--- src/npes_defines.svh ---
// Constants for the NAND program/erase sequencing host controller
`ifndef NPES_DEFINES_SVH
`define NPES_DEFINES_SVH
// Command bytes sent to the flash
`define NPES_CMD_READ0 8'h00
`define NPES_CMD_CB_READ 8'h35
`define NPES_CMD_SERIAL_IN 8'h80
`define NPES_CMD_RANDOM_IN 8'h85
`define NPES_CMD_PROG 8'h10
`define NPES_CMD_ERASE_SETUP 8'h60
`define NPES_CMD_ERASE_CONF 8'hd0
`define NPES_CMD_STATUS 8'h70
`define NPES_CMD_RESET 8'hff
// Status bit positions
`define NPES_SR_FAIL 0
`define NPES_SR_READY5 5
`define NPES_SR_READY6 6
`define NPES_SR_WP_N 7
// Array geometry
`define NPES_PAGES_PER_BLOCK 64
`define NPES_BLOCKS 1024
`define NPES_MAX_PARTIAL 4
// Host register map (word addresses on the software port)
`define NPES_REG_CTRL 4'h0
`define NPES_REG_ROW 4'h1
`define NPES_REG_COL 4'h2
`define NPES_REG_DATA 4'h3
`define NPES_REG_STATUS 4'h4
`define NPES_REG_FLASH_SR 4'h5
`define NPES_REG_RDATA 4'h6
`define NPES_REG_CFG 4'h7
// Control opcode field values written to CTRL[2:0]
`define NPES_OP_PROG_START 3'h1
`define NPES_OP_RAND_IN 3'h2
`define NPES_OP_CONFIRM 3'h3
`define NPES_OP_CB_READ 3'h4
`define NPES_OP_CB_PROG 3'h5
`define NPES_OP_ERASE 3'h6
`define NPES_OP_RESET 3'h7
// Strobe timing: each phase of a bus cycle, in ns and in cycles at 100 MHz
`define NPES_CLK_NS 10
`define NPES_PHASE_NS 30
`define NPES_PHASE_CYC ((`NPES_PHASE_NS + `NPES_CLK_NS - 1) / `NPES_CLK_NS)
// Write protect setup before first command, 100 ns
`define NPES_WP_SETUP_NS 100
`define NPES_WP_SETUP_CYC ((`NPES_WP_SETUP_NS + `NPES_CLK_NS - 1) / `NPES_CLK_NS)
// Busy watchdog bound on a reset while idle, 5 us
`define NPES_RST_IDLE_NS 5000
`define NPES_RST_IDLE_CYC (`NPES_RST_IDLE_NS / `NPES_CLK_NS)
`endif

--- src/npes_pkg.sv ---
// Types for the NAND program/erase sequencing host controller
package npes_pkg;
    // Kind of one bus cycle on the flash pins
    typedef enum logic [1:0] {NPES_CYC_CMD, NPES_CYC_ADDR, NPES_CYC_DIN, NPES_CYC_DOUT}
        npes_cyc_t;
    // Sequencer states
    typedef enum logic [3:0] {
        NPES_IDLE, NPES_WP_WAIT, NPES_SEND, NPES_WAIT_DONE, NPES_WAIT_BUSY,
        NPES_WAIT_READY, NPES_STAT_CMD, NPES_STAT_RD
    } npes_state_t;
endpackage

--- src/npes_cycle.sv ---
// One strobed command, address, data-in or data-out cycle on the flash pins
`timescale 1ns/1ps
`default_nettype none
`include "npes_defines.svh"
module npes_cycle
(
    input wire logic i_clk_sys,
    input wire logic i_srst,
    input wire logic i_start,
    input wire npes_pkg::npes_cyc_t i_kind,
    input wire logic [7:0] i_byte,
    input wire logic [7:0] i_io,
    output logic o_done,
    output logic [7:0] o_rbyte,
    output logic o_cle,
    output logic o_ale,
    output logic o_we_n,
    output logic o_read_strobe_n,
    output logic [7:0] o_io,
    output logic o_io_oe
);
    import npes_pkg::*;
    // Phase counter and step within the cycle
    logic [3:0] cnt_ff;
    logic [1:0] step_ff;
    npes_cyc_t kind_ff;
    logic busy_ff;
    wire logic phase_end = (cnt_ff == 4'(`NPES_PHASE_CYC - 1));
    wire logic is_read = (kind_ff == NPES_CYC_DOUT);
    // Step 0: setup, step 1: strobe low, step 2: strobe high hold
    always_ff @(posedge i_clk_sys)
    begin
        o_done <= 1'b0;
        if (i_srst)
        begin
            busy_ff <= 1'b0;
            cnt_ff <= 4'h0;
            step_ff <= 2'h0;
            kind_ff <= NPES_CYC_CMD;
            o_cle <= 1'b0;
            o_ale <= 1'b0;
            o_we_n <= 1'b1;
            o_read_strobe_n <= 1'b1;
            o_io <= 8'h00;
            o_io_oe <= 1'b0;
            o_rbyte <= 8'h00;
        end
        else if (!busy_ff)
        begin
            if (i_start)
            begin
                busy_ff <= 1'b1;
                kind_ff <= i_kind;
                cnt_ff <= 4'h0;
                step_ff <= 2'h0;
                o_cle <= (i_kind == NPES_CYC_CMD);
                o_ale <= (i_kind == NPES_CYC_ADDR);
                o_io <= i_byte;
                // Only drive the bus when writing into the flash
                o_io_oe <= (i_kind != NPES_CYC_DOUT);
            end
        end
        else if (!phase_end)
            cnt_ff <= cnt_ff + 4'h1;
        else
        begin
            cnt_ff <= 4'h0;
            case (step_ff)
                2'h0:
                begin
                    step_ff <= 2'h1;
                    if (is_read)
                        o_read_strobe_n <= 1'b0;
                    else
                        o_we_n <= 1'b0;
                end
                2'h1:
                begin
                    // Latch read data on the rising read strobe; flash latches on rising write
                    step_ff <= 2'h2;
                    o_we_n <= 1'b1;
                    o_read_strobe_n <= 1'b1;
                    if (is_read)
                        o_rbyte <= i_io;
                end
                default:
                begin
                    step_ff <= 2'h0;
                    busy_ff <= 1'b0;
                    o_cle <= 1'b0;
                    o_ale <= 1'b0;
                    o_io_oe <= 1'b0;
                    o_done <= 1'b1;
                end
            endcase
        end
    end
endmodule
`default_nettype wire

--- src/npes_host.sv ---
// Host-side sequencer driving NAND program, copy-back, erase and reset sequences
// Notes on behaviour
// - Software programs pages of a block ascending
// - At most four partial programs per page
// - Program: 80h, four address cycles, data, 10h
// - During program only 70h and FFh issued
// - 85h plus column redirects loading before 10h
// - Copy-back read: 00h, four addresses, 35h
// - Copy-back program: 85h, four addresses, 10h
// - Random input allowed between copy-back read, confirm
// - Erase: 60h, two block addresses, D0h confirm
// - Hold write protect until bit 5 reads 1; code holds it to the status read after ready, bit 5 not checked
`timescale 1ns/1ps
`default_nettype none
`include "npes_defines.svh"
module npes_host
(
    input wire logic i_clk_sys,
    input wire logic i_srst,
    input wire logic [3:0] i_addr,
    input wire logic [31:0] i_wdata,
    input wire logic i_wr,
    input wire logic i_rd,
    output logic [31:0] o_rdata,
    input wire logic [7:0] i_io,
    input wire logic i_ready_busy_n,
    output logic o_ce_n,
    output logic o_cle,
    output logic o_ale,
    output logic o_we_n,
    output logic o_read_strobe_n,
    output logic o_wp_n,
    output logic [7:0] o_io,
    output logic o_io_oe
);
    import npes_pkg::*;
    // Sequencer and operation context
    npes_state_t state_ff;
    logic [2:0] op_ff;
    logic [2:0] idx_ff;
    logic [2:0] len_ff;
    logic [7:0] seq_ff [0:5];
    npes_cyc_t kind_ff [0:5];
    logic [7:0] confirm_ff;
    logic [23:0] row_ff;
    logic [15:0] col_ff;
    logic [7:0] flash_sr_ff;
    logic [7:0] rbyte_ff;
    logic wp_en_ff;
    logic [3:0] wp_cnt_ff;
    logic fail_ff;
    logic done_ff;
    logic to_ff;
    logic [12:0] rst_cnt_ff;
    logic rst_idle_ff;
    // Last programmed block and page, tracked to police program order and partial counts
    logic [5:0] last_page_ff;
    logic [9:0] last_block_ff;
    logic [2:0] nop_ff;
    logic order_err_ff;
    // Cycle engine handshake
    logic cyc_start_ff;
    npes_cyc_t cyc_kind;
    logic [7:0] cyc_byte;
    logic cyc_done;
    logic [7:0] cyc_rbyte;
    logic e_cle, e_ale, e_we_n, e_re_n, e_oe;
    logic [7:0] e_io;
    // Register decode
    wire logic wr_ctrl = i_wr && (i_addr == `NPES_REG_CTRL);
    wire logic wr_row = i_wr && (i_addr == `NPES_REG_ROW);
    wire logic wr_col = i_wr && (i_addr == `NPES_REG_COL);
    wire logic wr_data = i_wr && (i_addr == `NPES_REG_DATA);
    wire logic rd_rdata = i_rd && (i_addr == `NPES_REG_RDATA);
    wire logic wr_cfg = i_wr && (i_addr == `NPES_REG_CFG);
    wire logic [2:0] new_op = i_wdata[2:0];
    wire logic idle = (state_ff == NPES_IDLE);
    wire logic busy = !idle;
    // Within the same block only a later page, or the same page under the partial limit, may be programmed
    wire logic [9:0] row_block = row_ff[15:6];
    wire logic [5:0] row_page = row_ff[5:0];
    wire logic same_page = (row_block == last_block_ff) && (row_page == last_page_ff);
    wire logic page_ok = (row_block != last_block_ff) || (row_page > last_page_ff)
        || (same_page && (nop_ff < 3'(`NPES_MAX_PARTIAL)));
    wire logic prog_op = (new_op == `NPES_OP_PROG_START) || (new_op == `NPES_OP_CB_PROG)
        || (new_op == `NPES_OP_ERASE);
    // Reset may interrupt any state but NPES_SEND and NPES_STAT_CMD; other ops only while idle
    wire logic go_reset = wr_ctrl && (new_op == `NPES_OP_RESET);
    wire logic go_op = wr_ctrl && idle && !go_reset && (new_op != 3'h0);
    // Status word read by software
    wire logic [31:0] status_word = {22'h0, order_err_ff, rst_idle_ff, to_ff, fail_ff,
        done_ff, wp_en_ff, state_ff == NPES_WAIT_READY, busy, i_ready_busy_n, o_wp_n};
    // Selected read data, one cycle later
    logic [31:0] rd_mux;
    always_comb
    begin
        case (i_addr)
            `NPES_REG_ROW: rd_mux = {8'h0, row_ff};
            `NPES_REG_COL: rd_mux = {16'h0, col_ff};
            `NPES_REG_STATUS: rd_mux = status_word;
            `NPES_REG_FLASH_SR: rd_mux = {24'h0, flash_sr_ff};
            `NPES_REG_RDATA: rd_mux = {24'h0, rbyte_ff};
            `NPES_REG_CFG: rd_mux = {31'h0, wp_en_ff};
            default: rd_mux = 32'h0;
        endcase
    end
    // Bytes of the current sequence
    assign cyc_kind = kind_ff[idx_ff];
    assign cyc_byte = seq_ff[idx_ff];
    // Loads the byte list for a new command sequence
    task automatic load_seq(input logic [7:0] c0, input logic [2:0] n_addr,
        input logic row_only);
        seq_ff[0] <= c0;
        kind_ff[0] <= NPES_CYC_CMD;
        for (int k = 1; k < 6; k++)
        begin
            kind_ff[k] <= NPES_CYC_ADDR;
            seq_ff[k] <= 8'h00;
        end
        if (row_only)
        begin
            // Erase row carries page bits, the flash drops them
            seq_ff[1] <= row_ff[7:0];
            seq_ff[2] <= row_ff[15:8];
        end
        else
        begin
            seq_ff[1] <= col_ff[7:0];
            seq_ff[2] <= col_ff[15:8];
            seq_ff[3] <= row_ff[7:0];
            seq_ff[4] <= row_ff[15:8];
        end
        len_ff <= 3'(n_addr + 3'h1);
    endtask
    // Main sequencer
    always_ff @(posedge i_clk_sys)
    begin
        cyc_start_ff <= 1'b0;
        if (i_srst)
        begin
            state_ff <= NPES_IDLE;
            op_ff <= 3'h0;
            idx_ff <= 3'h0;
            len_ff <= 3'h0;
            confirm_ff <= 8'h00;
            row_ff <= 24'h0;
            col_ff <= 16'h0;
            flash_sr_ff <= 8'h00;
            rbyte_ff <= 8'h00;
            wp_en_ff <= 1'b0;
            wp_cnt_ff <= 4'h0;
            fail_ff <= 1'b0;
            done_ff <= 1'b0;
            to_ff <= 1'b0;
            rst_cnt_ff <= 13'h0;
            rst_idle_ff <= 1'b0;
            last_page_ff <= 6'h0;
            last_block_ff <= 10'h3ff;
            nop_ff <= 3'h0;
            order_err_ff <= 1'b0;
            o_wp_n <= 1'b0;
            o_ce_n <= 1'b1;
            o_rdata <= 32'h0;
            for (int k = 0; k < 6; k++)
            begin
                seq_ff[k] <= 8'h00;
                kind_ff[k] <= NPES_CYC_CMD;
            end
        end
        else
        begin
            o_rdata <= i_rd ? rd_mux : 32'h0;
            if (wr_row) row_ff <= i_wdata[23:0];
            if (wr_col) col_ff <= i_wdata[15:0];
            // Protect pin changes only while no operation runs
            if (wr_cfg && idle)
                wp_en_ff <= i_wdata[0];
            case (state_ff)
                NPES_IDLE:
                begin
                    o_ce_n <= 1'b1;
                    o_wp_n <= wp_en_ff;
                    if (rd_rdata)
                    begin
                        // Read one byte from the data register
                        kind_ff[0] <= NPES_CYC_DOUT;
                        len_ff <= 3'h1;
                        idx_ff <= 3'h0;
                        op_ff <= 3'h0;
                        state_ff <= NPES_SEND;
                        o_ce_n <= 1'b0;
                        cyc_start_ff <= 1'b1;
                    end
                    else if (wr_data)
                    begin
                        // One bus write per data byte, column advances in flash
                        seq_ff[0] <= i_wdata[7:0];
                        kind_ff[0] <= NPES_CYC_DIN;
                        len_ff <= 3'h1;
                        idx_ff <= 3'h0;
                        op_ff <= 3'h0;
                        state_ff <= NPES_SEND;
                        o_ce_n <= 1'b0;
                        cyc_start_ff <= 1'b1;
                    end
                    else if (go_op && prog_op && !wp_en_ff)
                        // Software left protection on; flag and refuse
                        fail_ff <= 1'b1;
                    else if (go_op && (new_op == `NPES_OP_PROG_START) && !page_ok)
                        order_err_ff <= 1'b1;
                    else if (go_op)
                    begin
                        op_ff <= new_op;
                        done_ff <= 1'b0;
                        fail_ff <= 1'b0;
                        to_ff <= 1'b0;
                        order_err_ff <= 1'b0;
                        idx_ff <= 3'h0;
                        wp_cnt_ff <= 4'h0;
                        case (new_op)
                            `NPES_OP_PROG_START: load_seq(`NPES_CMD_SERIAL_IN, 3'h4, 1'b0);
                            `NPES_OP_RAND_IN: load_seq(`NPES_CMD_RANDOM_IN, 3'h2, 1'b0);
                            `NPES_OP_CB_READ: load_seq(`NPES_CMD_READ0, 3'h4, 1'b0);
                            `NPES_OP_CB_PROG: load_seq(`NPES_CMD_RANDOM_IN, 3'h4, 1'b0);
                            `NPES_OP_ERASE: load_seq(`NPES_CMD_ERASE_SETUP, 3'h2, 1'b1);
                            default: load_seq(confirm_ff, 3'h0, 1'b0);
                        endcase
                        // Final confirm byte decides when busy may begin
                        case (new_op)
                            `NPES_OP_CB_READ: confirm_ff <= `NPES_CMD_CB_READ;
                            `NPES_OP_CB_PROG: confirm_ff <= `NPES_CMD_PROG;
                            `NPES_OP_ERASE: confirm_ff <= `NPES_CMD_ERASE_CONF;
                            `NPES_OP_PROG_START: confirm_ff <= `NPES_CMD_PROG;
                            default: confirm_ff <= confirm_ff;
                        endcase
                        if (new_op == `NPES_OP_CONFIRM)
                            seq_ff[0] <= confirm_ff;
                        if (new_op == `NPES_OP_PROG_START)
                        begin
                            nop_ff <= same_page ? 3'(nop_ff + 3'h1) : 3'h1;
                            last_page_ff <= row_page;
                            last_block_ff <= row_block;
                        end
                        o_ce_n <= 1'b0;
                        state_ff <= NPES_WP_WAIT;
                    end
                end
                NPES_WP_WAIT:
                begin
                    // Protect pin settles before the first command latch
                    if (wp_cnt_ff == 4'(`NPES_WP_SETUP_CYC))
                    begin
                        state_ff <= NPES_SEND;
                        cyc_start_ff <= 1'b1;
                    end
                    else
                        wp_cnt_ff <= wp_cnt_ff + 4'h1;
                end
                NPES_SEND:
                begin
                    if (cyc_done)
                    begin
                        if (kind_ff[0] == NPES_CYC_DOUT)
                            rbyte_ff <= cyc_rbyte;
                        if (3'(idx_ff + 3'h1) == len_ff)
                        begin
                            idx_ff <= 3'h0;
                            // Copy-back read, copy-back program and erase confirm at once; reads of 3 cmds
                            if ((op_ff == `NPES_OP_CB_READ) || (op_ff == `NPES_OP_ERASE)
                                || (op_ff == `NPES_OP_CB_PROG))
                            begin
                                seq_ff[0] <= confirm_ff;
                                kind_ff[0] <= NPES_CYC_CMD;
                                len_ff <= 3'h1;
                                op_ff <= `NPES_OP_CONFIRM;
                                cyc_start_ff <= 1'b1;
                            end
                            else if (op_ff == `NPES_OP_CONFIRM || op_ff == `NPES_OP_RESET)
                                state_ff <= NPES_WAIT_BUSY;
                            else
                                state_ff <= NPES_IDLE;
                        end
                        else
                        begin
                            idx_ff <= idx_ff + 3'h1;
                            cyc_start_ff <= 1'b1;
                        end
                    end
                end
                NPES_WAIT_BUSY:
                begin
                    // Busy shows only after the confirm strobe
                    rst_cnt_ff <= rst_cnt_ff + 13'h1;
                    if (!i_ready_busy_n || rst_cnt_ff == 13'h7)
                    begin
                        rst_cnt_ff <= 13'h0;
                        state_ff <= NPES_WAIT_READY;
                    end
                end
                NPES_WAIT_READY:
                begin
                    // Only status or reset may be sent while busy
                    rst_cnt_ff <= rst_cnt_ff + 13'h1;
                    if (rst_idle_ff && rst_cnt_ff == 13'(`NPES_RST_IDLE_CYC))
                        to_ff <= 1'b1;
                    if (i_ready_busy_n)
                    begin
                        seq_ff[0] <= `NPES_CMD_STATUS;
                        kind_ff[0] <= NPES_CYC_CMD;
                        kind_ff[1] <= NPES_CYC_DOUT;
                        len_ff <= 3'h2;
                        idx_ff <= 3'h0;
                        state_ff <= NPES_STAT_CMD;
                        cyc_start_ff <= 1'b1;
                    end
                end
                NPES_STAT_CMD:
                begin
                    // 70h then one read, which returns status byte
                    if (cyc_done)
                    begin
                        if (idx_ff == 3'h0)
                        begin
                            idx_ff <= 3'h1;
                            cyc_start_ff <= 1'b1;
                        end
                        else
                        begin
                            flash_sr_ff <= cyc_rbyte;
                            // Pass/fail meaningful once bit 6 reads ready
                            fail_ff <= cyc_rbyte[`NPES_SR_READY6] & cyc_rbyte[`NPES_SR_FAIL];
                            done_ff <= 1'b1;
                            rst_idle_ff <= 1'b0;
                            state_ff <= NPES_IDLE;
                        end
                    end
                end
                default: state_ff <= NPES_IDLE;
            endcase
            // Reset command overrides any state but NPES_SEND and NPES_STAT_CMD, abort on busy
            if (go_reset && state_ff != NPES_SEND && state_ff != NPES_STAT_CMD)
            begin
                seq_ff[0] <= `NPES_CMD_RESET;
                kind_ff[0] <= NPES_CYC_CMD;
                len_ff <= 3'h1;
                idx_ff <= 3'h0;
                op_ff <= `NPES_OP_RESET;
                rst_idle_ff <= idle;
                rst_cnt_ff <= 13'h0;
                done_ff <= 1'b0;
                o_ce_n <= 1'b0;
                state_ff <= NPES_SEND;
                cyc_start_ff <= 1'b1;
            end
        end
    end
    // Pin-level cycle engine
    npes_cycle u_cycle
    (
        .i_clk_sys(i_clk_sys),
        .i_srst(i_srst),
        .i_start(cyc_start_ff),
        .i_kind(cyc_kind),
        .i_byte(cyc_byte),
        .i_io(i_io),
        .o_done(cyc_done),
        .o_rbyte(cyc_rbyte),
        .o_cle(e_cle),
        .o_ale(e_ale),
        .o_we_n(e_we_n),
        .o_read_strobe_n(e_re_n),
        .o_io(e_io),
        .o_io_oe(e_oe)
    );
    // Pins re-registered so every output leaves a flip-flop
    always_ff @(posedge i_clk_sys)
    begin
        if (i_srst)
        begin
            o_cle <= 1'b0;
            o_ale <= 1'b0;
            o_we_n <= 1'b1;
            o_read_strobe_n <= 1'b1;
            o_io <= 8'h00;
            o_io_oe <= 1'b0;
        end
        else
        begin
            o_cle <= e_cle;
            o_ale <= e_ale;
            o_we_n <= e_we_n;
            o_read_strobe_n <= e_re_n;
            o_io <= e_io;
            o_io_oe <= e_oe;
        end
    end
endmodule
`default_nettype wire

--- config.mk ---
export PLATFORM = sky130hd
export DESIGN_NAME = npes_host
export DESIGN_NICKNAME = d
export VERILOG_FILES = /design/src/npes_pkg.sv /design/src/npes_cycle.sv /design/src/npes_host.sv
export VERILOG_INCLUDE_DIRS = /design/src
export SDC_FILE = /design/constraint.sdc
export NUM_CORES = 1
export LEC_CHECK = 0
export ABC_CLOCK_PERIOD_IN_PS = 5000
export BUFFER_PORTS_ARGS = -buffer_cell sky130_fd_sc_hd__buf_2
export CORE_UTILIZATION = 50
export CTS_BUF_LIST = sky130_fd_sc_hd__clkbuf_16
export CTS_CLUSTER_SIZE = 10
export DETAILED_ROUTE_END_ITERATION = 6
export GPL_TIMING_DRIVEN = 1
export PLACE_DENSITY_LB_ADDON = 0.08
export SLEW_MARGIN = 10
export SYNTH_ARGS = -nofsm -noshare
export SYNTH_HDL_FRONTEND = slang
export SYNTH_SLANG_ARGS = --single-unit
--- constraint.sdc ---
create_clock -name i_clk_sys -period 5 [get_ports i_clk_sys]
set_clock_uncertainty 0.05 [all_clocks]
set_input_delay 0.25 -clock i_clk_sys [delete_from_list [all_inputs] [get_ports i_clk_sys]]
set_output_delay 0.25 -clock i_clk_sys [all_outputs]
set_load 0.05 [all_outputs]
==> Word-level counts from Yosys, hierarchy flattened <==
Index checks and enable logic that the tools add are counted.
{ "totals": {"n_memories": 0, "mem_bits_rw": 0, "out_inout_bits": 47, "reg_bits": 251, "romBits": 0, "latchBits": 0, "word_cells": 397} }
{ "op_classes": {"mux": 157, "n_lt_le_gt_ge": 3, "eq_ne": 82, "n_mul": 0, "shift": 0, "bitwise_logic": 10, "n_div": 0, "n_reduce_logical": 87, "add_sub_neg": 5} }
{ "ops": {"columns": ["operator", "count"], "rows": [
  ["$mux W48", 4],
  ["$pmux W48 S4", 1],
  ["$pmux W24 S6", 1],
  ["$mux W4", 23],
  ["$mux W3", 30],
  ["$mux W8", 9],
  ["$mux W1", 51],
  ["$reduce_and A7 Y1", 7],
  ["$pmux W8 S3", 2],
  ["$mux W40", 1],
  ["$mux W12", 3],
  ["$ne A2 B2 Y1 const B", 17],
  ["$reduce_and A8 Y1", 4],
  ["$eq A4 B3 Y1 const B", 7],
  ["$pmux W13 S2", 1],
  ["$bmux W8 S3", 1],
  ["$eq A3 B3 Y1 const B", 8],
  ["$pmux W4 S6", 1],
  ["$mux W2", 11],
  ["$reduce_and A11 Y1", 2],
  ["$ne A3 B3 Y1 const B", 7],
  ["$logic_and A1 B1 Y1", 20],
  ["$mux W10", 2],
  ["$reduce_bool A2 Y1", 10],
  ["other kinds (55)", 121]
]} }

==> Depth between registers and ports, before layout <==
Gate-level depths: netlist (run 1).
{ "logic_depth": {"depth_word": 14, "mapped_depth": 13} }

==> Modules after synthesis <==
From an unflattened synthesis (run 1), not the netlist that was laid out.
{ "unflattened": {"cells_unflattened": 1233, "hier_area_um2": 10607.7} }
{ "by_module_without_submodules": {"columns": ["mod", "area_each_um2", "cells_per_inst", "seq_area_each_um2", "instances"], "rows": [
  ["npes_host", 9307.7, 1090, 3963.8, 1],
  ["npes_cycle", 1300.0, 143, 620.6, 1]
]} }

==> Least setup slack after synthesis (run 1) <==
Ideal clock, no wire load.
{ "synth_path": {"path_kind": "reg2reg", "from": "register idx_ff[0]", "to": "register op_ff[2]", "arrival_ps": 3206, "path_stages_with_launch": 14, "synth_period_minus_slack_ps": 3326, "slack_ps": 1674, "t_required_ps": 4880, "n_path_buf": 4, "setup_ps": 70, "path_cell_list": "dfxtp_1 clkbuf_1 clkbuf_1 clkbuf_1 inv_1 ha_1 xnor2_1 nand3_1 o21ai_0 o21ai_0 or3_1 clkbuf_2 or4b_1 a21oi_1"} }
{ "synth_via": {"elab_chain_cells": 4} }
{ "synth_rtl": {"columns": ["item", "line", "rtl"], "rows": [
  ["from (decl)", "npes_host.sv:40", "logic [2:0] idx_ff;"],
  ["from (signal assigned)", "npes_host.sv:285", "idx_ff <= idx_ff + 3'h1;"],
  ["$add A3 B1 Y3", "npes_host.sv:265", "if (3'(idx_ff + 3'h1) == len_ff)"],
  ["$eq A3 B3 Y1", "npes_host.sv:265", null],
  ["$ne A3 B3 Y1 (no source line)", null, null],
  ["$reduce_and A7 Y1 (no source line)", null, null],
  ["to (signal assigned)", "npes_host.sv:213", "op_ff <= new_op;"],
  ["to (signal assigned)", "npes_host.sv:275", "op_ff <= `NPES_OP_CONFIRM;"],
  ["to (signal assigned)", "npes_host.sv:347", "op_ff <= `NPES_OP_RESET;"],
  ["to (decl)", "npes_host.sv:39", "logic [2:0] op_ff;"]
]} }
Every way passes these cells.
A chain may end at the register's enable or synchronous reset.

==> Worst setup path in the final report (run 1) <==
{ "layout_path": {"from": "register state_ff[2]", "to": "register wp_cnt_ff[1]"} }
{ "layout_via": {"elab_chain_cells": 8} }
{ "layout_rtl": {"columns": ["item", "line", "rtl"], "rows": [
  ["from (decl)", "npes_host.sv:38", "npes_state_t state_ff;"],
  ["from (signal assigned)", "npes_host.sv:141", "state_ff <= NPES_IDLE;"],
  ["from (signal assigned)", "npes_host.sv:190", "state_ff <= NPES_SEND;"],
  ["from (signal assigned)", "npes_host.sv:202", "state_ff <= NPES_SEND;"],
  ["$logic_not A4 Y1", "npes_host.sv:77, npes_host.sv:178", null],
  ["$logic_and A1 B1 Y1 (3 in a row)", "npes_host.sv:89", "wire logic go_op = wr_ctrl && idle && !go_reset && (new_op != 3'h0);"],
  ["$logic_and A1 B1 Y1 (on tied branches) (2 in a row)", "npes_host.sv:209, npes_host.sv:206", null],
  ["$ne A2 B2 Y1 (no source line)", null, null],
  ["$reduce_and A7 Y1 (no source line)", null, null],
  ["to (signal assigned)", "npes_host.sv:257", "wp_cnt_ff <= wp_cnt_ff + 4'h1;"],
  ["to (decl)", "npes_host.sv:50", "logic [3:0] wp_cnt_ff;"]
]} }
Several ways; a longest one is shown, not always the timed one.

==> impl_metrics.json, run 1 <==
{
  "vias": 8942,
  "startpoint_type": "flop",
  "tightest_slew_ns": 1.17,
  "final_util_pct": 59.2,
  "routed_wl_mm": 27.8,
  "slowest_stage": "a21o_1",
  "synth_seq_cells": 229,
  "netlist.area_leader.share_pct": 45.3,
  "slew_headroom_pct": 21.6,
  "numClockSinks": 229,
  "crit_arrival_ns": 3.74,
  "drv_slew": 0,
  "wire_per_inst_um": 17.7,
  "critical_path.top_delay_family": "simple AND/OR/NAND/NOR gates",
  "path_max_fanout": 20,
  "status": "completed",
  "power_mw": 4.39,
  "grt_max_degree": 74,
  "setup-violations-final": 0,
  "dr_wl_met3_mm": 1.92,
  "ys.flop_type": "dfxtp_1",
  "cts_inserted_buffers": 27,
  "worst_hold_startpoint": "i_wdata[2]",
  "area_growth_pct": 15.0,
  "initial_core_util_pct": 51.5,
  "grt_pass1_vias": 8158,
  "endpoint_kind": "flop",
  "whs_endpoint": "row_ff[2]",
  "r2r_cells": 6,
  "rr_startpoint": "state_ff[2]",
  "cts_tree": "built",
  "rsz0062_at_grt": "no",
  "netlist_instances": 1227,
  "wl_met2_mm": 12.1,
  "synth_edf_count": 0,
  "maxUsedRoutingLayer": "met4",
  "worst_slack_ns": 1.64,
  "viasPerCell": 5.70,
  "die_x_um": 144,
  "clock_latency_ns": 0.52,
  "drc": 0,
  "fin_area_um2": 11600,
  "overflow": 0,
  "io_pins": 96,
  "power_per_cell_area_nw_per_um2": 377,
  "h-tree-depth": 1,
  "drive_gt1_share_pct": 11.3,
  "dp_cells": 1507,
  "crit_required_ns": 5.39,
  "drt-pass1-iter-count": 5,
  "yosys_warnings": 0,
  "track_usage_pct": 27.2,
  "drtAntennaViolNets": 0,
  "yosysSeqAreaShare_pct": 45.3,
  "cts_root_buf": "clkbuf_16",
  "hold_path_class": "input port to flop",
  "r2r_end": "wp_cnt_ff[1]",
  "crit_chain": "nor3_1 -> nand4_1 -> nor4_1 -> a21o_1 -> nand2_1 -> a211oi_1",
  "antenna_found_initial": 0,
  "whs_path_depth": 3,
  "pre_cts_ws_ns": 1.65,
  "fin_crit_sh_pct": 67.1,
  "r2r_slack_ns": 1.64,
  "finalCriticalPeriod_ns": 3.36,
  "rows": 51,
  "yosysTopAreaCell": "dfxtp_1",
  "timing.fmax_ghz": 0.298,
  "gp_congestion": 0.883,
  "layout_commonest_cell": "dfxtp_1",
  "p_leak_nw": 4.30,
  "netlist-cell-type-count": 70,
  "portBuffers": 79,
  "cap_violations": 0,
  "synth_top_cells_by_area": "dfxtp_1 45%, nand2_1 6.9%, a21oi_1 6.2%",
  "synth-async-reset-ratio_pct": 0,
  "syn_area_um2": 10100,
  "dp_hpwl_mm": 19.0,
  "layout_common_cells": "229 x dfxtp_1, 186 x nand2_1, 156 x nor2_1",
  "fin_nets": 1364,
  "final-hold-violation-count": 0,
  "cts_buffer_depth": 3,
  "worst-setup-path-type": "flop to flop",
  "max_stage_delay_ns": 0.75,
  "worst_hold_slack_ns": 0.0710,
  "dpl_cell_area_um2": 10600,
  "initialDrtViolationCount": 703,
  "peakVddDrop_uv": 367,
  "final_cells": 1569,
  "syn_avg_cell_area_um2": 8.25,
  "core-area_um2": 19700,
  "drt-met1-wl_mm": 13.0,
  "fin_setup_tns_ns": 0,
  "die_area_um2": 20800,
  "path_clk_slew_ns": 0.06,
  "grt_pass1_wl_mm": 44.3,
  "path_buf_inv": 0,
  "die_h_um": 144,
  "num_antenna_cells": 0
}
-- worst register-to-register path, stage by stage (launching register included) --
cell and delay (ns):
dfxtp_1 0.48, nor3_1 0.70, nand4_1 0.18, nor4_1 0.60, a21o_1 0.75, nand2_1 0.30
a211oi_1 0.22
-- repair_timing --
item / CTS / global route
buffers inserted: 0 / 0
gates resized for setup: 0 / 0
hold endpoints to repair: 43 / 0
setup endpoints to repair: 0 / 0
hold buffers: 29 / 0
-- cells by family (layout without fill, tap and decap cells) --
family / after synthesis / in the layout / share of synthesized area [%]
xor+xnor: 17 / 17 / 1.61
mux: 54 / 54 / 5.89
other cells: 1 / 8 / 0.0370
simple gates: 524 / 524 / 23.8
flops: 229 / 229 / 45.3
fa+ha+maj: 15 / 15 / 1.85
buf+inv: 105 / 175 / 4.37
compound gates: 282 / 282 / 17.1
-- final cells by class --
type / count / area (um2)
clock inverters: 6 / 26.3
well taps: 265 / 332
repair buffers: 124 / 808
inverters: 18 / 67.6
flip-flops and latches: 229 / 4580
multi-input cells: 900 / 5150
clock buffers: 27 / 676
fillers: 1875 / 8010
-- power by group --
part           internal (mW)  switching, mW
logic                  0.271          0.462
clock network          0.947          0.693
registers               1.93         0.0895
total                   3.15           1.24
-- how the worst max path moves through the flow --
| stage | startpoint | to | depth (start not counted) |
|---|---|---|---|
| global route | state_ff[2] | wp_cnt_ff[1] | 6 |
| floorplan | idx_ff[0] | op_ff[2] | 13 |
| CTS | state_ff[2] | wp_cnt_ff[1] | 6 |
| global placement | i_wdata[0] | seq_ff[44] | 9 |
| detailed placement | i_wdata[0] | seq_ff[44] | 9 |
| finish | state_ff[2] | wp_cnt_ff[1] | 6 |
-- cells in the mapped netlist, types with 5 or more instances --
library cell,number
dfxtp_1,229
nand2_1,186
nor2_1,156
a21oi_1,125
clkbuf_1,65
nand3_1,46
mux2i_1,45
o21ai_0,38
a22oi_1,30
a211oi_1,28
nor3_1,20
nor2b_1,18
inv_1,17
ha_1,15
and2_1,14
and3_1,14
a31oi_1,13
nand4_1,13
xnor2_1,12
nand2b_1,10
nand3b_1,10
buf_4,9
a311oi_1,6
buf_1,6
nor3b_1,6
buf_2,5
mux2_2,5
nor4_1,5
or2_2,5
or3_1,5
-- registers in the layout (all words and copies together), names as in the netlist, 6 cells and up --
signal and flops:
seq_ff 40, o_rdata 24, row_ff 24, col_ff 16
rst_cnt_ff 13, last_block_ff 10, flash_sr_ff 8, o_io 8
rbyte_ff 8, u_cycle.o_io 8, u_cycle.o_rbyte 8, last_page_ff 6
-- routing by layer --
metal  vias to the layer above  global-route usage (%)
li1                       4418                       -
met1                      4151                    39.6
met2                       320                    41.1
met3                        53                    4.50
met4                         0                    7.92
met5                         -                       0
Power figures use the tool's default switching activity.
==> run 2, diff against run 1 <==
- ABC_CLOCK_PERIOD_IN_PS: 5000 -> 2700
- clock period: 5 -> 2.7 ns (I/O delays scaled with it)
==> impl_metrics.json, run 2 (synthesis gave the netlist of run 1 again) <==
{
  "multi_input_area_um2": 5210,
  "num_antenna_cells": 0,
  "drive_gt1_share_pct": 15.4,
  "tightest_slew_ns": 0.824,
  "grt_pass1_wl_mm": 45.4,
  "fin_area_um2": 12200,
  "startpoint_type": "flop",
  "worst_hold_slack_ns": 0.0682,
  "path_clk_slew_ns": 0.06,
  "initial_core_util_pct": 51.5,
  "dpl_cell_area_um2": 11100,
  "worst_slack_ns": 0.0818,
  "post_cts_buffers": 0,
  "dp_cells": 1560,
  "slew_headroom_pct": 44.9,
  "pwr-share-comb_pct": 19.3,
  "overflow": 0,
  "antenna_found_initial": 0,
  "largest-register": "seq_ff",
  "cap_violations": 0,
  "sw_frac_of_total_pct": 28.2,
  "h-tree-depth": 1,
  "core-area_um2": 19700,
  "regArea_um2": 4590,
  "grt_max_degree": 65,
  "crit_arrival_ns": 3.02,
  "fill_cells": 1797,
  "drv_slew": 0,
  "crit_required_ns": 3.10,
  "pre_cts_ws_ns": 0.0705,
  "status": "completed",
  "die_area_um2": 20800,
  "setup-violations-final": 0,
  "path_max_fanout": 3,
  "largest_reg_flops": 40,
  "fin_crit_sh_pct": 97.0,
  "grt_pass1_vias": 8502,
  "finalCriticalPeriod_ns": 2.62,
  "dp_hpwl_mm": 20.4,
  "routed_wl_mm": 28.9,
  "vias": 9203,
  "wire_per_inst_um": 17.7,
  "portBuffers": 79,
  "endpoint_kind": "flop",
  "peakVddDrop_uv": 547,
  "timing.fmax_ghz": 0.382,
  "cts_tree": "built",
  "p_seq_share_pct": 44.3,
  "fin_nets": 1423,
  "viasPerCell": 5.65,
  "initialDrtViolationCount": 770,
  "p_leak_nw": 4.62,
  "final_cells": 1630,
  "area_growth_pct": 20.4,
  "internal_power_mw": 6.01,
  "power_per_cell_area_nw_per_um2": 687,
  "cts_buffer_depth": 3,
  "worst-setup-path-type": "flop to flop",
  "cts_root_buf": "clkbuf_16",
  "clkPwrFrac_pct": 36.4,
  "die_h_um": 144,
  "final-hold-violation-count": 0,
  "power_switching_mw": 2.37,
  "rows": 51,
  "cts_inserted_buffers": 27,
  "numClockSinks": 229,
  "hold_path_class": "input port to flop",
  "clock_latency_ns": 0.53,
  "drtAntennaViolNets": 0,
  "drc": 0,
  "track_usage_pct": 28.0,
  "die_x_um": 144,
  "drt-pass1-iter-count": 5,
  "layout_commonest_cell": "dfxtp_1",
  "largestRegisters": "seq_ff: 40 flops, o_rdata: 24 flops, row_ff: 24 flops",
  "layout_common_cells": "228 x dfxtp_1, 186 x nand2_1, 156 x nor2_1",
  "power_mw": 8.38,
  "gp_congestion": 0.930,
  "io_pins": 96
}
## run 2: worst max-delay path: stages (launching register included)
cell and delay [ns]:
dfxtp_1 0.33, inv_1 0.05, ha_1 0.31, and4_1 0.18, and4_1 0.20, a41o_1 0.24
and2_1 0.17, or3_4 0.39, or4b_4 0.49, a21oi_2 0.14
## run 2: final timing paths
check                        from             end  slack [ns]  depth (start not counted)
setup / recovery  last_page_ff[4]        op_ff[2]        0.08                          9
hold reg to reg    u_cycle.o_we_n  u_cycle.o_we_n        0.39                          2
setup reg to reg  last_page_ff[4]        op_ff[2]        0.08                          9
hold / removal     i_ready_busy_n     state_ff[0]        0.07                          4
## run 2: cell type report
cell class                 count  area share [%]
multi-input combinational    900            42.7
sequential                   229            37.6
timing repair buffer         183            10.6
clock buffer                  27            5.54
tap                          265            2.72
inverter                      18           0.554
clock inverter                 8           0.298
## run 2: layer usage
layer,vias up,wire [um],global-route usage (%)
met5,-,0,0
met4,0,686,8.09
met3,58,2070,5.07
met2,330,12700,42.8
met1,4269,13400,40.0
li1,4546,-,-
## run 2: power by group through the flow
| stage | Clock (mW) | Sequential, mW | Combinational (mW) |
|---|---|---|---|
| after detailed placement | 0 | 3.78 | 1.53 |
| after global routing | 3.27 | 3.74 | 1.76 |
| after global placement | 0 | 3.78 | 1.51 |
| after floorplan | 0 | 3.81 | 1.01 |
| final | 3.05 | 3.71 | 1.61 |
| after CTS | 3.13 | 3.71 | 1.57 |
## run 2: what timing repair did
action | CTS | global route
resized for setup | 0 | 11
hold endpoints to repair | 51 | 0
endpoints found under the setup margin | 0 | 19
hold buffers | 35 | 0
## run 2: metrics by stage
step	utilization (%)	setup TNS (ns)
detailed placement	56.3	0
floorplan	-	0
CTS	61.7	0
global route	62.0	-0.0351
finish	62.0	0
global placement	56.3	0
==> run 3, diff against run 2 <==
- CORE_ASPECT_RATIO: default -> 1.1
==> impl_metrics.json, run 3 (synthesis gave the netlist of run 1 again) <==
{
  "die_area_um2": 20800,
  "drtAntennaViolNets": 0,
  "final_util_pct": 61.4,
  "cts_root_buf": "clkbuf_16",
  "path_clk_slew_ns": 0.06,
  "grt_pass1_vias": 8565,
  "worst_hold_slack_ns": 0.0524,
  "p_leak_nw": 4.65,
  "fin_area_um2": 12200,
  "rsz0062_at_grt": "no",
  "core-area_um2": 19900,
  "cap_violations": 0,
  "largest-register": "seq_ff",
  "crit_start": "last_page_ff[5]",
  "viasPerCell": 5.73,
  "status": "completed",
  "drive_gt1_share_pct": 15.6,
  "crit_required_ns": 3.11,
  "wire_per_inst_um": 17.9,
  "setup-violations-final": 0,
  "portBuffers": 79,
  "io_pins": 96,
  "timing.fmax_ghz": 0.382,
  "worst-setup-path-type": "flop to flop",
  "h-tree-depth": 1,
  "drc": 0,
  "area_growth_pct": 20.5,
  "initial_core_util_pct": 51.0,
  "vias": 9284,
  "use_met2_pct": 46.4,
  "gp_congestion": 0.914,
  "die_x_um": 138,
  "worst_hold_startpoint": "i_ready_busy_n",
  "initialDrtViolationCount": 658,
  "track_usage_pct": 28.4,
  "rr_startpoint": "last_page_ff[5]",
  "met3_usage_pct": 3.25,
  "hold_path_class": "input port to flop",
  "power_per_cell_area_nw_per_um2": 691,
  "dpl_cell_area_um2": 11100,
  "finalCriticalPeriod_ns": 2.62,
  "path_max_fanout": 3,
  "numClockSinks": 229,
  "clock_latency_ns": 0.53,
  "slew_headroom_pct": 45.0,
  "power_mw": 8.43,
  "drt-pass1-iter-count": 6,
  "drv_slew": 0,
  "cts_inserted_buffers": 27,
  "endpoint_kind": "flop",
  "largestRegisters": "seq_ff: 40 flops, o_rdata: 24 flops, row_ff: 24 flops",
  "crit_arrival_ns": 3.03,
  "layout_commonest_cell": "dfxtp_1",
  "dp_hpwl_mm": 20.2,
  "grt_max_degree": 135,
  "peakVddDrop_uv": 533,
  "fin_crit_sh_pct": 96.9,
  "rows": 54,
  "fin_setup_tns_ns": 0,
  "tightest_slew_ns": 0.823,
  "num_antenna_cells": 0,
  "fill_cells": 1829,
  "cts_buffer_depth": 3,
  "fin_nets": 1430,
  "cts_tree": "built",
  "overflow": 0,
  "routed_wl_mm": 28.9,
  "antenna_found_initial": 0,
  "die_h_um": 151,
  "largest_reg_flops": 40,
  "grt.busiest_layer": "met2",
  "final-hold-violation-count": 0,
  "startpoint_type": "flop",
  "layout_common_cells": "227 x dfxtp_1, 186 x nand2_1, 156 x nor2_1",
  "met1_usage_pct": 38.9,
  "grt_pass1_wl_mm": 45.7
}
## run 3: changes by cell type in the layout (fill, tap and decap cells not counted), moves of 2 or more
| cell | delta |
|---|---|
| dlygate4sd3_1 | +2 |
| buf_4 | +6 |
| clkinv_1 | -2 |
| buf_6 | -2 |
## run 3: routing by layer
metal	part of all wire (%)	vias up
met5	0	-
met4	2.8	0
met3	5.8	59
met2	46	314
met1	45	4362
li1	-	4549
## run 3: path summary, 6_finish.rpt
path / end / slack (ns) / depth (start not counted)
hold reg to reg: row_ff[16] / 0.40 / 2
hold / removal: state_ff[0] / 0.05 / 4
setup / recovery: op_ff[2] / 0.08 / 9
setup reg to reg: op_ff[2] / 0.08 / 9
## run 3: area by class of cell
| cell class | instances | area (um2) | area share [%] |
|---|---|---|---|
| inverters | 18 | 67.6 | 0.554 |
| clock buffers | 27 | 676 | 5.54 |
| repair buffers | 190 | 1350 | 11.1 |
| flip-flops and latches | 229 | 4590 | 37.6 |
| clock inverters | 5 | 28.8 | 0.236 |
| multi-input cells | 900 | 5170 | 42.4 |
| well taps | 252 | 315 | 2.58 |
## run 3: worst max-delay path, cell delays in order (launching register included)
cell and delay, ns:
dfxtp_1 0.33, inv_1 0.04, ha_1 0.29, and4_4 0.20, and4_1 0.20, a41o_1 0.24
and2_1 0.16, or3_1 0.38, or4b_1 0.53, a21oi_1 0.12
## run 3: timing repair
item	4_1_cts	5_1_grt
buffers inserted	1	0
resized for setup	1	4
setup endpoints to repair	8	7
hold buffers	37	0
endpoints found under the hold margin	60	0
## run 3: metrics by stage
| step | worst slack (ns) | cells |
|---|---|---|
| CTS | 0.0408 | 1621 |
| finish | 0.0835 | 1621 |
| floorplan | 0.00412 | 1234 |
| detailed placement | -0.00700 | 1551 |
| global route | 0.0135 | 1621 |
| global placement | -0.00908 | 1551 |
## run 3: power breakdown
group	switching, mW	leakage (nW)	internal (mW)	total [mW]
Sequential	0.138	1.85	3.58	3.71
Clock	1.31	0.358	1.76	3.07
Combinational	0.962	2.44	0.684	1.65
